<file path="config.mk">
export PLATFORM = sky130hd
export DESIGN_NAME = scs_status_calendar_sequencer
export DESIGN_NICKNAME = d
export VERILOG_FILES = /design/src/inc/scs_pkg.sv /design/src/rtl/scs_fill_class.sv /design/src/rtl/scs_status_calendar_sequencer.sv
export SDC_FILE = /design/constraint.sdc
export NUM_CORES = 2
export LEC_CHECK = 0
export BUFFER_PORTS_ARGS = -buffer_cell sky130_fd_sc_hd__buf_2
export CAP_MARGIN = 15
export CORE_UTILIZATION = 55
export CTS_BUF_LIST = sky130_fd_sc_hd__clkbuf_2 sky130_fd_sc_hd__clkbuf_4 sky130_fd_sc_hd__clkbuf_8
export DETAILED_ROUTE_END_ITERATION = 10
export GPL_TIMING_DRIVEN = 1
export PLACE_DENSITY = 0.85
export SYNTH_ARGS = -nofsm -noshare
export SYNTH_HDL_FRONTEND = slang
export SYNTH_SLANG_ARGS = --single-unit
</file>
<file path="constraint.sdc">
create_clock -name clk_in -period 3.4 [get_ports clk_in]
set_input_delay 0.51 -clock clk_in [delete_from_list [all_inputs] [get_ports clk_in]]
set_output_delay 0.51 -clock clk_in [all_outputs]
set_load 0.01 [all_outputs]
</file>
<file path="src/inc/scs_pkg.sv">
// constants and types shared by the status calendar sequencer files
package scs_pkg;

  // ----------------------------------------------------------------------
  // sizes
  // ----------------------------------------------------------------------
  localparam int NUM_PORTS = 16;
  localparam int PORT_W    = 4;
  localparam int CAL_MAX   = 32;   // build depth, legal range 32 to 2048
  localparam int SLOT_W    = 5;
  localparam int LEN_W     = 6;
  localparam int MULT_W    = 9;
  localparam int FILL_W    = 16;
  localparam int ADR_W     = 12;
  localparam int GAP_W     = 3;

  // ----------------------------------------------------------------------
  // two-bit status codes on the status link
  // ----------------------------------------------------------------------
  localparam logic [1:0] STAT_STARVING  = 2'h0;
  localparam logic [1:0] STAT_HUNGRY    = 2'h1;
  localparam logic [1:0] STAT_SATISFIED = 2'h2;
  localparam logic [1:0] STAT_FRAMING   = 2'h3;
  localparam logic [1:0] SEL_WORD_CAL0  = 2'h1;
  localparam logic [1:0] SEL_WORD_CAL1  = 2'h2;

  // ----------------------------------------------------------------------
  // register byte offsets and the calendar index mask
  // ----------------------------------------------------------------------
  localparam logic [ADR_W-1:0] REG_CTRL      = 12'h000;
  localparam logic [ADR_W-1:0] REG_STATUS    = 12'h004;
  localparam logic [ADR_W-1:0] REG_LEN0      = 12'h008;
  localparam logic [ADR_W-1:0] REG_MULT0     = 12'h00C;
  localparam logic [ADR_W-1:0] REG_LEN1      = 12'h010;
  localparam logic [ADR_W-1:0] REG_MULT1     = 12'h014;
  localparam logic [ADR_W-1:0] REG_CAL0      = 12'h100;
  localparam logic [ADR_W-1:0] REG_CAL1      = 12'h200;
  localparam logic [ADR_W-1:0] CAL_IDX_MASK  = 12'h07F;

  // ----------------------------------------------------------------------
  // field positions, reset values and clamp limits
  // ----------------------------------------------------------------------
  localparam int CTRL_SWAP_BIT  = 0;
  localparam int CTRL_RUN_BIT   = 1;
  localparam int STS_ACTIVE_BIT = 0;
  localparam int STS_PEND_BIT   = 1;
  localparam int STS_RUN_BIT    = 2;
  localparam logic [LEN_W-1:0]  LEN_RST   = 6'h10;
  localparam logic [MULT_W-1:0] MULT_RST  = 9'h001;
  localparam logic [LEN_W-1:0]  LEN_ONE   = 6'h01;
  localparam logic [LEN_W-1:0]  LEN_PORTS = 6'h10;
  localparam logic [LEN_W-1:0]  LEN_MAX   = 6'h20;
  localparam logic [MULT_W-1:0] MULT_ONE  = 9'h001;
  localparam logic [MULT_W-1:0] MULT_MAX  = 9'h100;
  localparam logic [SLOT_W-1:0] SLOT_ONE  = 5'h01;

  // ----------------------------------------------------------------------
  // values used when the parameters are fixed at build time
  // ----------------------------------------------------------------------
  localparam logic [MULT_W-1:0] FIX_MULT  = 9'h001;
  localparam logic [FILL_W-1:0] FIX_LOWER = 16'h0080;
  localparam logic [FILL_W-1:0] FIX_UPPER = 16'h0100;

  // ----------------------------------------------------------------------
  // timing: status words no faster than a quarter of clk_in
  // ----------------------------------------------------------------------
  localparam int               STAT_MIN_CYCLES = 4;
  localparam logic [GAP_W-1:0] GAP_THR = GAP_W'(STAT_MIN_CYCLES - 1);
  localparam logic [GAP_W-1:0] GAP_TOP = 3'h7;

  // ----------------------------------------------------------------------
  // sequencer states
  // ----------------------------------------------------------------------
  typedef enum logic [2:0] {
    SEQ_IDLE,
    SEQ_FRAME,
    SEQ_SELECT,
    SEQ_SLOT,
    SEQ_DIP
  } scs_seq_t;

endpackage : scs_pkg

</file>
<file path="src/rtl/scs_fill_class.sv">
// per-port fill level to two-bit status classifier
module scs_fill_class (
  // clock and reset
  input  wire logic                       clk_in,
  input  wire logic                       sys_rst_in,
  // level and thresholds
  input  wire logic [scs_pkg::FILL_W-1:0] fill_in,
  input  wire logic [scs_pkg::FILL_W-1:0] lower_in,
  input  wire logic [scs_pkg::FILL_W-1:0] upper_in,
  // status
  output logic      [1:0]                 stat_out
);
  import scs_pkg::*;

  typedef struct packed {
    logic [1:0] stat;
  } scs_class_t;

  scs_class_t st;
  scs_class_t next_st;

  // starving wins over satisfied if thresholds are crossed by mistake
  always_comb begin
    next_st = st;
    if (fill_in <= lower_in) begin
      next_st.stat = STAT_STARVING;
    end else if (fill_in > upper_in) begin
      next_st.stat = STAT_SATISFIED;
    end else begin
      next_st.stat = STAT_HUNGRY;
    end
  end

  // registered so the sequencer reads a settled value
  always_ff @(posedge clk_in) begin
    if (sys_rst_in) begin
      st.stat <= STAT_SATISFIED;
    end else begin
      st <= next_st;
    end
  end

  assign stat_out = st.stat;

endmodule : scs_fill_class

</file>
<file path="src/rtl/scs_status_calendar_sequencer.sv">
// status channel calendar sequencer with wishbone calendar programming
module scs_status_calendar_sequencer #(
  parameter bit RUNTIME_PROG = 1'b1,
  parameter bit ASYM_EN      = 1'b1,
  parameter bit PROG_LEN_EN  = 1'b0,
  parameter bit HITLESS_EN   = 1'b1
) (
  // clock and reset
  input  wire logic                         clk_in,
  input  wire logic                         sys_rst_in,
  // wishbone slave
  input  wire logic                         wb_cyc_in,
  input  wire logic                         wb_stb_in,
  input  wire logic                         wb_we_in,
  input  wire logic [31:0]                  wb_adr_in,
  input  wire logic [3:0]                   wb_sel_in,
  input  wire logic [31:0]                  wb_dat_in,
  output logic      [31:0]                  wb_dat_out,
  output logic                              wb_ack_out,
  // run-time parameter pins
  input  wire logic [scs_pkg::LEN_W-1:0]    cal_len_in,
  input  wire logic [scs_pkg::MULT_W-1:0]   cal_mult_in,
  input  wire logic [scs_pkg::FILL_W-1:0]   lower_fill_threshold_in,
  input  wire logic [scs_pkg::FILL_W-1:0]   upper_fill_threshold_in,
  // buffer fill levels, same clock domain
  input  wire logic [scs_pkg::NUM_PORTS-1:0][scs_pkg::FILL_W-1:0]
                                            fill_level_in,
  // status link
  input  wire logic                         stat_clk_in,
  output logic      [1:0]                   stat_out,
  output logic                              stat_valid_out,
  output logic                              frame_start_out,
  output logic                              active_cal_out
);
  import scs_pkg::*;

  // ----------------------------------------------------------------------
  // state
  // ----------------------------------------------------------------------
  typedef struct packed {
    logic [1:0][CAL_MAX-1:0][PORT_W-1:0] cal;
    logic [1:0][LEN_W-1:0]               len;
    logic [1:0][MULT_W-1:0]              mult;
    logic                                swap_req;
    logic                                run;
    logic                                active;
    logic                                lclk_s0;
    logic                                lclk_s1;
    logic                                lclk_d;
    logic [GAP_W-1:0]                    gap;
    scs_seq_t                            seq;
    logic [SLOT_W-1:0]                   slot;
    logic [MULT_W-1:0]                   rep;
    logic [LEN_W-1:0]                    f_len;
    logic [MULT_W-1:0]                   f_mult;
    logic [1:0]                          dip;
    logic                                odd;
    logic [1:0]                          stat;
    logic                                stat_valid;
    logic                                frame_start;
    logic                                ack;
    logic [31:0]                         rdata;
  } scs_state_t;

  scs_state_t                     st;
  scs_state_t                     next_st;
  logic [NUM_PORTS-1:0][1:0]      port_stat;
  logic [FILL_W-1:0]              lower_thr;
  logic [FILL_W-1:0]              upper_thr;
  logic                           tick;
  logic                           run_eff;
  logic                           wb_take;
  logic                           hi_zero;
  logic                           in_cal0;
  logic                           in_cal1;
  logic                           new_act;
  logic [ADR_W-1:0]               adr;
  logic [SLOT_W-1:0]              widx;
  logic [31:0]                    rd;
  logic [31:0]                    wr;
  logic [1:0]                     word;
  logic [LEN_W-1:0]               raw_len;
  logic [LEN_W-1:0]               len_lim;
  logic [LEN_W-1:0]               fr_len;
  logic [MULT_W-1:0]              raw_mult;
  logic [MULT_W-1:0]              fr_mult;
  logic [PORT_W-1:0]              slot_port;

  // diagonal parity helper: odd words enter with their bits swapped
  function automatic logic [1:0] scs_rot(input logic [1:0] w,
                                         input logic       odd);
    scs_rot = odd ? {w[0], w[1]} : w;
  endfunction : scs_rot

  // ----------------------------------------------------------------------
  // fill level classification
  // ----------------------------------------------------------------------
  // pins only count in run-time mode; fixed mode uses build values
  assign lower_thr = RUNTIME_PROG ? lower_fill_threshold_in : FIX_LOWER;
  assign upper_thr = RUNTIME_PROG ? upper_fill_threshold_in : FIX_UPPER;

  // one classifier per port
  for (genvar p = 0; p < NUM_PORTS; p++) begin : g_class
    scs_fill_class u_class (
      .clk_in     (clk_in),
      .sys_rst_in (sys_rst_in),
      .fill_in    (fill_level_in[p]),
      .lower_in   (lower_thr),
      .upper_in   (upper_thr),
      .stat_out   (port_stat[p])
    );
  end

  // ----------------------------------------------------------------------
  // next state
  // ----------------------------------------------------------------------
  always_comb begin
    next_st             = st;
    next_st.stat_valid  = 1'b0;
    next_st.frame_start = 1'b0;
    rd                  = '0;
    wr                  = '0;
    word                = STAT_FRAMING;
    // generation waits for software only when the calendar is software's
    run_eff = (RUNTIME_PROG && ASYM_EN) ? st.run : 1'b1;

    // link clock: two flops, then edge detect on the second only
    next_st.lclk_s0 = stat_clk_in;
    next_st.lclk_s1 = st.lclk_s0;
    next_st.lclk_d  = st.lclk_s1;
    // a fast link clock cannot push words closer than the floor
    tick = st.lclk_s1 & ~st.lclk_d & (st.gap >= GAP_THR);
    if (tick) begin
      next_st.gap = '0;
    end else if (st.gap != GAP_TOP) begin
      next_st.gap = st.gap + 3'h1;
    end

    // bus decode
    wb_take = wb_cyc_in & wb_stb_in & ~st.ack;
    next_st.ack = wb_take;
    adr     = wb_adr_in[ADR_W-1:0];
    hi_zero = (wb_adr_in[31:ADR_W] == '0);
    widx    = wb_adr_in[SLOT_W+1:2];
    in_cal0 = hi_zero & ((adr & ~CAL_IDX_MASK) == REG_CAL0);
    in_cal1 = hi_zero & ((adr & ~CAL_IDX_MASK) == REG_CAL1);

    // read mux; unmapped addresses read as zero
    if (hi_zero) begin
      case (adr)
        REG_CTRL: begin
          rd[CTRL_SWAP_BIT] = st.swap_req;
          rd[CTRL_RUN_BIT]  = st.run;
        end
        REG_STATUS: begin
          rd[STS_ACTIVE_BIT] = st.active;
          rd[STS_PEND_BIT]   = st.swap_req ^ st.active;
          rd[STS_RUN_BIT]    = run_eff;
        end
        REG_LEN0:  rd[LEN_W-1:0]  = st.len[0];
        REG_MULT0: rd[MULT_W-1:0] = st.mult[0];
        REG_LEN1:  rd[LEN_W-1:0]  = st.len[1];
        REG_MULT1: rd[MULT_W-1:0] = st.mult[1];
        default: begin
          if (in_cal0) begin
            rd[PORT_W-1:0] = st.cal[0][widx];
          end else if (in_cal1) begin
            rd[PORT_W-1:0] = st.cal[1][widx];
          end
        end
      endcase
    end

    // byte lanes not selected keep their present value
    for (int b = 0; b < 4; b++) begin
      wr[8*b +: 8] = wb_sel_in[b] ? wb_dat_in[8*b +: 8] : rd[8*b +: 8];
    end

    if (wb_take) begin
      next_st.rdata = wb_we_in ? 32'h0000_0000 : rd;
      if (wb_we_in && hi_zero) begin
        case (adr)
          REG_CTRL: begin
            next_st.swap_req = wr[CTRL_SWAP_BIT];
            next_st.run      = wr[CTRL_RUN_BIT];
          end
          REG_LEN0:  next_st.len[0]  = wr[LEN_W-1:0];
          REG_MULT0: next_st.mult[0] = wr[MULT_W-1:0];
          REG_LEN1:  next_st.len[1]  = wr[LEN_W-1:0];
          REG_MULT1: next_st.mult[1] = wr[MULT_W-1:0];
          default: begin
            if (in_cal0) begin
              next_st.cal[0][widx] = wr[PORT_W-1:0];
            end else if (in_cal1) begin
              next_st.cal[1][widx] = wr[PORT_W-1:0];
            end
          end
        endcase
      end
    end

    // calendar taken into use at the coming frame start
    new_act = (HITLESS_EN && ASYM_EN && RUNTIME_PROG) ?
              st.swap_req : 1'b0;
    if (!RUNTIME_PROG) begin
      raw_len  = LEN_PORTS;
      raw_mult = FIX_MULT;
      len_lim  = LEN_PORTS;
    end else if (ASYM_EN) begin
      raw_len  = st.len[new_act];
      raw_mult = st.mult[new_act];
      len_lim  = LEN_MAX;
    end else begin
      raw_len  = PROG_LEN_EN ? cal_len_in : LEN_PORTS;
      raw_mult = cal_mult_in;
      len_lim  = LEN_PORTS;
    end
    // out-of-range settings are clamped rather than left to misbehave
    if (raw_len == '0) begin
      fr_len = LEN_ONE;
    end else if (raw_len > len_lim) begin
      fr_len = len_lim;
    end else begin
      fr_len = raw_len;
    end
    if (raw_mult == '0) begin
      fr_mult = MULT_ONE;
    end else if (raw_mult > MULT_MAX) begin
      fr_mult = MULT_MAX;
    end else begin
      fr_mult = raw_mult;
    end

    // slot to port; without weighting slot n names port n
    slot_port = (ASYM_EN && RUNTIME_PROG) ?
                st.cal[st.active][st.slot] :
                st.slot[PORT_W-1:0];

    // status word sequencing, one word per tick
    if (tick) begin
      case (st.seq)
        SEQ_IDLE: begin
          word = STAT_FRAMING;
          if (run_eff) begin
            next_st.seq = SEQ_FRAME;
          end
        end
        SEQ_FRAME: begin
          word                = STAT_FRAMING;
          next_st.frame_start = 1'b1;
          next_st.active      = new_act;
          next_st.f_len       = fr_len;
          next_st.f_mult      = fr_mult;
          next_st.slot        = '0;
          next_st.rep         = '0;
          next_st.seq = (HITLESS_EN && ASYM_EN && RUNTIME_PROG) ?
                        SEQ_SELECT : SEQ_SLOT;
        end
        SEQ_SELECT: begin
          word = st.active ? SEL_WORD_CAL1 : SEL_WORD_CAL0;
          next_st.seq = SEQ_SLOT;
        end
        SEQ_SLOT: begin
          word = port_stat[slot_port];
          if ({1'b0, st.slot} == st.f_len - LEN_ONE) begin
            next_st.slot = '0;
            if (st.rep == st.f_mult - MULT_ONE) begin
              next_st.seq = SEQ_DIP;
            end else begin
              next_st.rep = st.rep + MULT_ONE;
            end
          end else begin
            next_st.slot = st.slot + SLOT_ONE;
          end
        end
        SEQ_DIP: begin
          word        = ~st.dip;
          next_st.seq = run_eff ? SEQ_FRAME : SEQ_IDLE;
        end
        default: begin
          word        = STAT_FRAMING;
          next_st.seq = SEQ_IDLE;
        end
      endcase
      next_st.stat       = word;
      next_st.stat_valid = 1'b1;
      // parity restarts at the framing word and covers up to the last slot
      if (st.seq == SEQ_FRAME) begin
        next_st.dip = word;
        next_st.odd = 1'b1;
      end else if (st.seq == SEQ_SELECT || st.seq == SEQ_SLOT) begin
        next_st.dip = st.dip ^ scs_rot(word, st.odd);
        next_st.odd = ~st.odd;
      end
    end
  end

  // ----------------------------------------------------------------------
  // registers
  // ----------------------------------------------------------------------
  always_ff @(posedge clk_in) begin
    if (sys_rst_in) begin
      st          <= '0;
      st.len      <= {LEN_RST, LEN_RST};
      st.mult     <= {MULT_RST, MULT_RST};
      st.seq      <= SEQ_IDLE;
      st.f_len    <= LEN_RST;
      st.f_mult   <= MULT_RST;
      st.stat     <= STAT_FRAMING;
    end else begin
      st <= next_st;
    end
  end

  assign wb_dat_out      = st.rdata;
  assign wb_ack_out      = st.ack;
  assign stat_out        = st.stat;
  assign stat_valid_out  = st.stat_valid;
  assign frame_start_out = st.frame_start;
  assign active_cal_out  = st.active;

endmodule : scs_status_calendar_sequencer

</file>
==> After elaboration in Yosys (flattened, before gate mapping) <==
Index checks and enable logic that the tools add are counted.
{ "op_classes": {"n_mux": 82, "n_bitwise": 15, "reduce_logical": 42, "n_addsub": 5, "n_eq_ne": 18, "n_lt_le_gt_ge": 41} }
{ "ops": {"columns": ["cell", "n"], "rows": [
  ["$bwmux W128", 2],
  ["$gt A16 B16 Y1", 16],
  ["$le A16 B16 Y1", 16],
  ["$mux W128", 2],
  ["$mux W2", 37],
  ["$mux W9", 8],
  ["$bmux W4 S5", 3],
  ["$reduce_or A2 Y1", 19],
  ["$pmux W14 S2", 1],
  ["$eq A12 B4 Y1 const B", 2],
  ["$eq A12 B5 Y1 const B", 2],
  ["$mux W4", 6],
  ["$mux W6", 4],
  ["$demux W4 S5", 1],
  ["$logic_not A20 Y1", 1],
  ["$mux W3", 5],
  ["$pmux W3 S5", 1],
  ["$reduce_and A3 Y1", 5],
  ["$eq A12 B3 Y1 const B", 1],
  ["$logic_not A12 Y1", 1],
  ["$lt A5 B6 Y1 const B", 2],
  ["$pmux W2 S6", 1],
  ["$reduce_and A4 Y1", 3],
  ["$add A9 B1 Y9 const B", 1],
  ["42 further kinds", 63]
]} }
{ "word_totals": {"regBits": 399, "in_bits": 377, "output_inout_bits": 38, "elab_cells": 322} }

==> Depth between registers and ports, before layout <==
{ "logic_depth": {"word_depth": 12, "mapped_depth": 15, "ltp_nobuf": 13} }

==> Modules after synthesis <==
Synthesis repeated with hierarchy kept, for this count alone.
{ "unflattened": {"hier_cells": 3815, "area_unflattened_um2": 32601.3} }
{ "modules_own_cells": {"columns": ["mod", "cells_each", "area_per_inst_um2", "n_inst", "seq_area_each_um2"], "rows": [
  ["scs_status_calendar_sequencer", 1975, 18828.1, 1, 6886.6],
  ["scs_fill_class", 115, 860.8, 16, 40.0]
]} }

==> Worst setup path before layout <==
No wires, ideal clock.
{ "synth_timing": {"path_kind": "reg-to-reg", "start": "register st (netlist bit active_cal_out)", "end": "register st[38] in the netlist's numbering", "path_buffers": 4, "stages_incl_launch_ff": 16, "slack_ps": 99, "t_arrival_ps": 3222, "period_less_slack_ps": 3301, "required_time_ps": 3321, "setup_time_ps": 79, "cell_sequence": "dfxtp_1 > buf_4 > buf_6 > buf_2 > mux2i_1 > a22oi_1 > o2111ai_1 > nand4_1 > o21ai_2 > buf_6 > mux2i_1 > nand2_1 > and3_1 > mux2_2 > a221o_1 > a211oi_2"} }
{ "synth_via": {"elab_chain_cells": 12, "word_cells_on_any_way": 13, "cone_classes": "mux: 12; bitwise: 1"} }
{ "synth_lines": {"columns": ["item", "line_no", "rtl"], "rows": [
  ["from (decl)", "scs_status_calendar_sequencer.sv:65", "scs_state_t st;"],
  ["from (signal assigned)", "scs_status_calendar_sequencer.sv:311", "st <= next_st;"],
  ["$mux W128 (not written as such) (2 in a row)", "scs_status_calendar_sequencer.sv:236", "st.cal[st.active][st.slot] :"],
  ["$bmux W4 S5", "scs_status_calendar_sequencer.sv:236", null],
  ["$mux W4 (not written as such)", "scs_status_calendar_sequencer.sv:236", null],
  ["$bmux W2 S4", "scs_status_calendar_sequencer.sv:264", "word = port_stat[slot_port];"],
  ["$mux W2 (not written as such)", "scs_status_calendar_sequencer.sv:264", null],
  ["$pmux W2 S3 (*)", "scs_status_calendar_sequencer.sv:241", "case (st.seq)"],
  ["$mux W2 (*)", "scs_status_calendar_sequencer.sv:240", "if (tick) begin"],
  ["$mux W2", "scs_status_calendar_sequencer.sv:92", "scs_rot = odd ? {w[0], w[1]} : w;"],
  ["$xor A2 B2 Y2", "scs_status_calendar_sequencer.sv:292", "next_st.dip = st.dip ^ scs_rot(word, st.odd);"],
  ["$mux W3", "scs_status_calendar_sequencer.sv:291", "end else if (st.seq == SEQ_SELECT || st.seq == SEQ_SLOT) begin"],
  ["$mux W3 (*)", "scs_status_calendar_sequencer.sv:288", "if (st.seq == SEQ_FRAME) begin"]
]} }
Mark *: on every way between the ends. The rest lies on a longest branch, timed or not. The select of a mux whose other input is x is not followed.
A chain may end at the register's enable or synchronous reset.

==> Final worst setup path <==
{ "layout_timing": {"start": "register st (netlist bit active_cal_out)", "end": "register st[39] in the netlist's numbering"} }
Same word-level chain as after synthesis.

==> qor.yml <==
detail_route.iter0.violations: 3386
irDropWorstVdd_mv: 0.268
port_buffers: 351
wire_per_inst_um: 23.6
drv_slew: 0
min_period_ns: 3.61
grt_pass1_vias: 28402
placed_area_um2: 33700
overflow: 0
cts_tree: "done"
worstPathRequired_ns: 3.94
rows: 85
setup.reg_to_reg.worst_slack_ns: -0.21
min_path_cells: 2
avgSynthCellArea_um2: 9.17
clk_pin_slew_ns: 0.07
antenna_left: 0
gp_congestion: 1.04
arrival_ns: 4.15
r2r_start: "active_cal_out$_SDFFE_PP0P_"
finalHoldViolations: 0
r2r-end: "st[39]$_SDFFE_PP0P_"
rr_worst_depth: 15
synth_area_um2: 29900
drive_above_1_share_pct: 23.1
finalWorstSetupSlack_ns: -0.211
clk_path_buf_depth: 3
finalClockSkew_ns: 0.0239
clock-sinks: 376
area_growth_pct: 18.9
endpoint_kind: "flop"
max_freq_mhz: 277
start_util_pct: 55.6
die_h_um: 235
p_leak_nw: 14.8
p_per_area_nw_per_um2: 310
clk_latency_ns: 0.64
cts_buffers: 58
grt_max_degree: 139
dieArea_um2: 55200
hp-class: "input port to flop"
fin_nets: 4635
postSynthRegisterBits: 376
synthCells: 3258
root_buffer: "clkbuf_8"
first_pass_iters: 8
core-area_um2: 53700
critPathMaxFanout: 7
viasPerCell: 6.64
dpl.cell_count: 4357
dr_total_vias: 29901
critPathLaunchType: "flop"
fin_util_pct: 66.1
tightestPinTransition_ns: 0.976
synth.distinct_cells: 75
status: "complete, but fails checks"
violations: "setup timing"
rsz0062_at_grt: "yes"
setup_viol: 3
max_slew_margin_pct: 35.0
synth_warnings: 0
cts_hold_buf: 0
synthArstFlopShare_pct: 0
antenna_found_initial: 31
maxCapViolations: 0
synth_edf_count: 0
hpwl_um: 78800
synth_ff_type: "dfxtp_1"
routed_wl_um: 106000
path_class: "flop to flop"
min-delay-start: "stat_clk_in"
h-tree-depth: 2
grt_pass1_wl_um: 161000
holdPathEnd: "next_st[76]$_SDFF_PP0_"
instances_no_fill: 4506
die_x_um: 235
fin_crit_sh_pct: 106
pin_count: 415
final_area_um2: 35500
ys_seq_area_share_pct: 25.2
drc: 0
grt_use_total_pct: 36.9
==> cells in the final DEF, fill, tap and decap left out, drive strengths merged, types with 15 or more instances in the layout <==
cell / n
xnor2: 17
a21boi: 19
nor4: 31
dfxtp: 376
inv: 63
nor3: 45
nand4: 116
a21o: 64
nand2b: 54
nor2: 502
conb: 23
a21oi: 156
nor2b: 102
a211oi: 297
mux2i: 53
mux4: 132
o21ai: 106
and2: 15
clkbuf: 88
diode: 30
a22oi: 22
o22ai: 36
nand2: 80
buf: 578
ha: 519
nand3: 27
o21a: 96
==> power by group <==
part           switching [mW]  internal [mW]
combinational            1.38           1.00
clock                    1.83           2.36
sequential             0.0193           4.44
==> worst max-delay path, stage by stage (launching register included) <==
cell and delay [ns]:
dfxtp_4 0.43, buf_12 0.15, buf_8 0.11, mux4_2 0.50, mux2i_2 0.20, mux4_2 0.27, nand2_2 0.07, o21ai_4 0.13
buf_12 0.18, buf_4 0.14, mux2i_1 0.40, a221oi_4 0.13, buf_4 0.16, a21o_1 0.19, a41o_1 0.20, nor4_2 0.23
==> per-stage QoR <==
step                      hold WS [ns]  power [mW]  setup WS, ns  TNS (ns)
final                            0.171        11.0        -0.211    -0.484
after global routing             0.143        11.5        -0.294    -0.820
after CTS                        0.138        10.9       0.00271         0
after detailed placement         0.441        6.81        -0.195    -0.418
after global placement           0.437        6.74        -0.156    -0.296
after floorplan                  0.414        5.91        0.0990         0
==> what timing repair did <==
item,CTS,global route
resized for setup,23,34
pin swaps,7,14
endpoints found under the setup margin,4,4
setup buffers,8,8
gates cloned,2,0
==> sequential cells by signal, summed over array words and instances (netlist names) <==
signal,cells
g_class.u_class.stat_out,32
active_cal_out,1
frame_start_out,1
wb_ack_out,1
stat_valid_out,1
run_eff,1
new_act,1
st,325
stat_out,2
next_st,2
wb_dat_out,9
==> layer usage <==
metal / vias to the layer above / track usage [%] / part of all wire [%]
met2: 2015 / 57.3 / 44
met3: 564 / 8.74 / 12
li1: 13410 / - / -
met4: 4 / 24.1 / 7.3
met5: - / 0.606 / 0.027
met1: 13908 / 45.8 / 37
==> synthesized netlist by cell type, drive strengths merged, types with 4 or more instances <==
library cell / instances / area (um^2)
nor3: 45 / 230
o31ai: 11 / 82.6
nand3: 27 / 135
nor4: 31 / 194
or2: 14 / 87.6
o221ai: 4 / 35.0
mux4: 132 / 3000
o21ai: 106 / 534
o31a: 4 / 35.0
o21bai: 6 / 45.0
ha: 519 / 6490
a31oi: 10 / 62.6
clkbuf: 97 / 364
dfxtp: 376 / 7530
and2: 15 / 93.8
a21oi: 156 / 781
nand4: 116 / 726
mux2i: 53 / 531
nand2b: 54 / 338
nor2b: 102 / 638
a22o: 5 / 43.8
a221oi: 11 / 103
and3: 4 / 25.0
o32ai: 8 / 70.1
nand2: 80 / 300
mux2: 5 / 56.3
xnor2: 17 / 149
o22ai: 36 / 225
nand3b: 9 / 80.1
xor2: 14 / 123
a211oi: 297 / 2230
o21a: 96 / 721
a21o: 64 / 480
inv: 63 / 236
a21boi: 19 / 143
a22oi: 22 / 165
buf: 83 / 528
nor3b: 11 / 87.6
nor2: 502 / 1880
==> worst max path at each step <==
stage                                 from  cells past startpoint             endpoint  slack, ns
6_report       active_cal_out$_SDFFE_PP0P_                     15  st[39]$_SDFFE_PP0P_      -0.21
5_1_grt        active_cal_out$_SDFFE_PP0P_                     15  st[39]$_SDFFE_PP0P_      -0.29
4_1_cts        active_cal_out$_SDFFE_PP0P_                     12  st[38]$_SDFFE_PP0P_      0.003
3_5_place_dp   active_cal_out$_SDFFE_PP0P_                     12  st[39]$_SDFFE_PP0P_      -0.19
3_3_place_gp   active_cal_out$_SDFFE_PP0P_                     12  st[39]$_SDFFE_PP0P_      -0.16
2_1_floorplan  active_cal_out$_SDFFE_PP0P_                     15  st[38]$_SDFFE_PP0P_        0.1
==> cell type report <==
type | count | area [um^2]
tap | 696 | 871
inverter | 64 | 240
timing repair buffer | 579 | 3940
antenna | 30 | 75.1
multi-input combinational | 2660 | 21600
clock buffer | 88 | 1140
clock inverter | 13 | 143
fill | 4027 | 18200
sequential | 376 | 7540
==> cell families (layout without fill, tap and decap cells) <==
logic type                 count (synthesis)  count (layout)  synth area share [%]
and+or+nand+nor                         1022            1022                  16.5
AOI/OAI and AO/OA                        875             875                  19.9
adders and majority gates                519             519                  21.7
DFF                                      376             376                  25.2
buffers and inverters                    244             744                  3.79
muxes                                    190             190                  12.0
xor gates and xnor gates                  31              31                 0.909
other                                      1              53                0.0126
(Power assumes the default switching activity.)
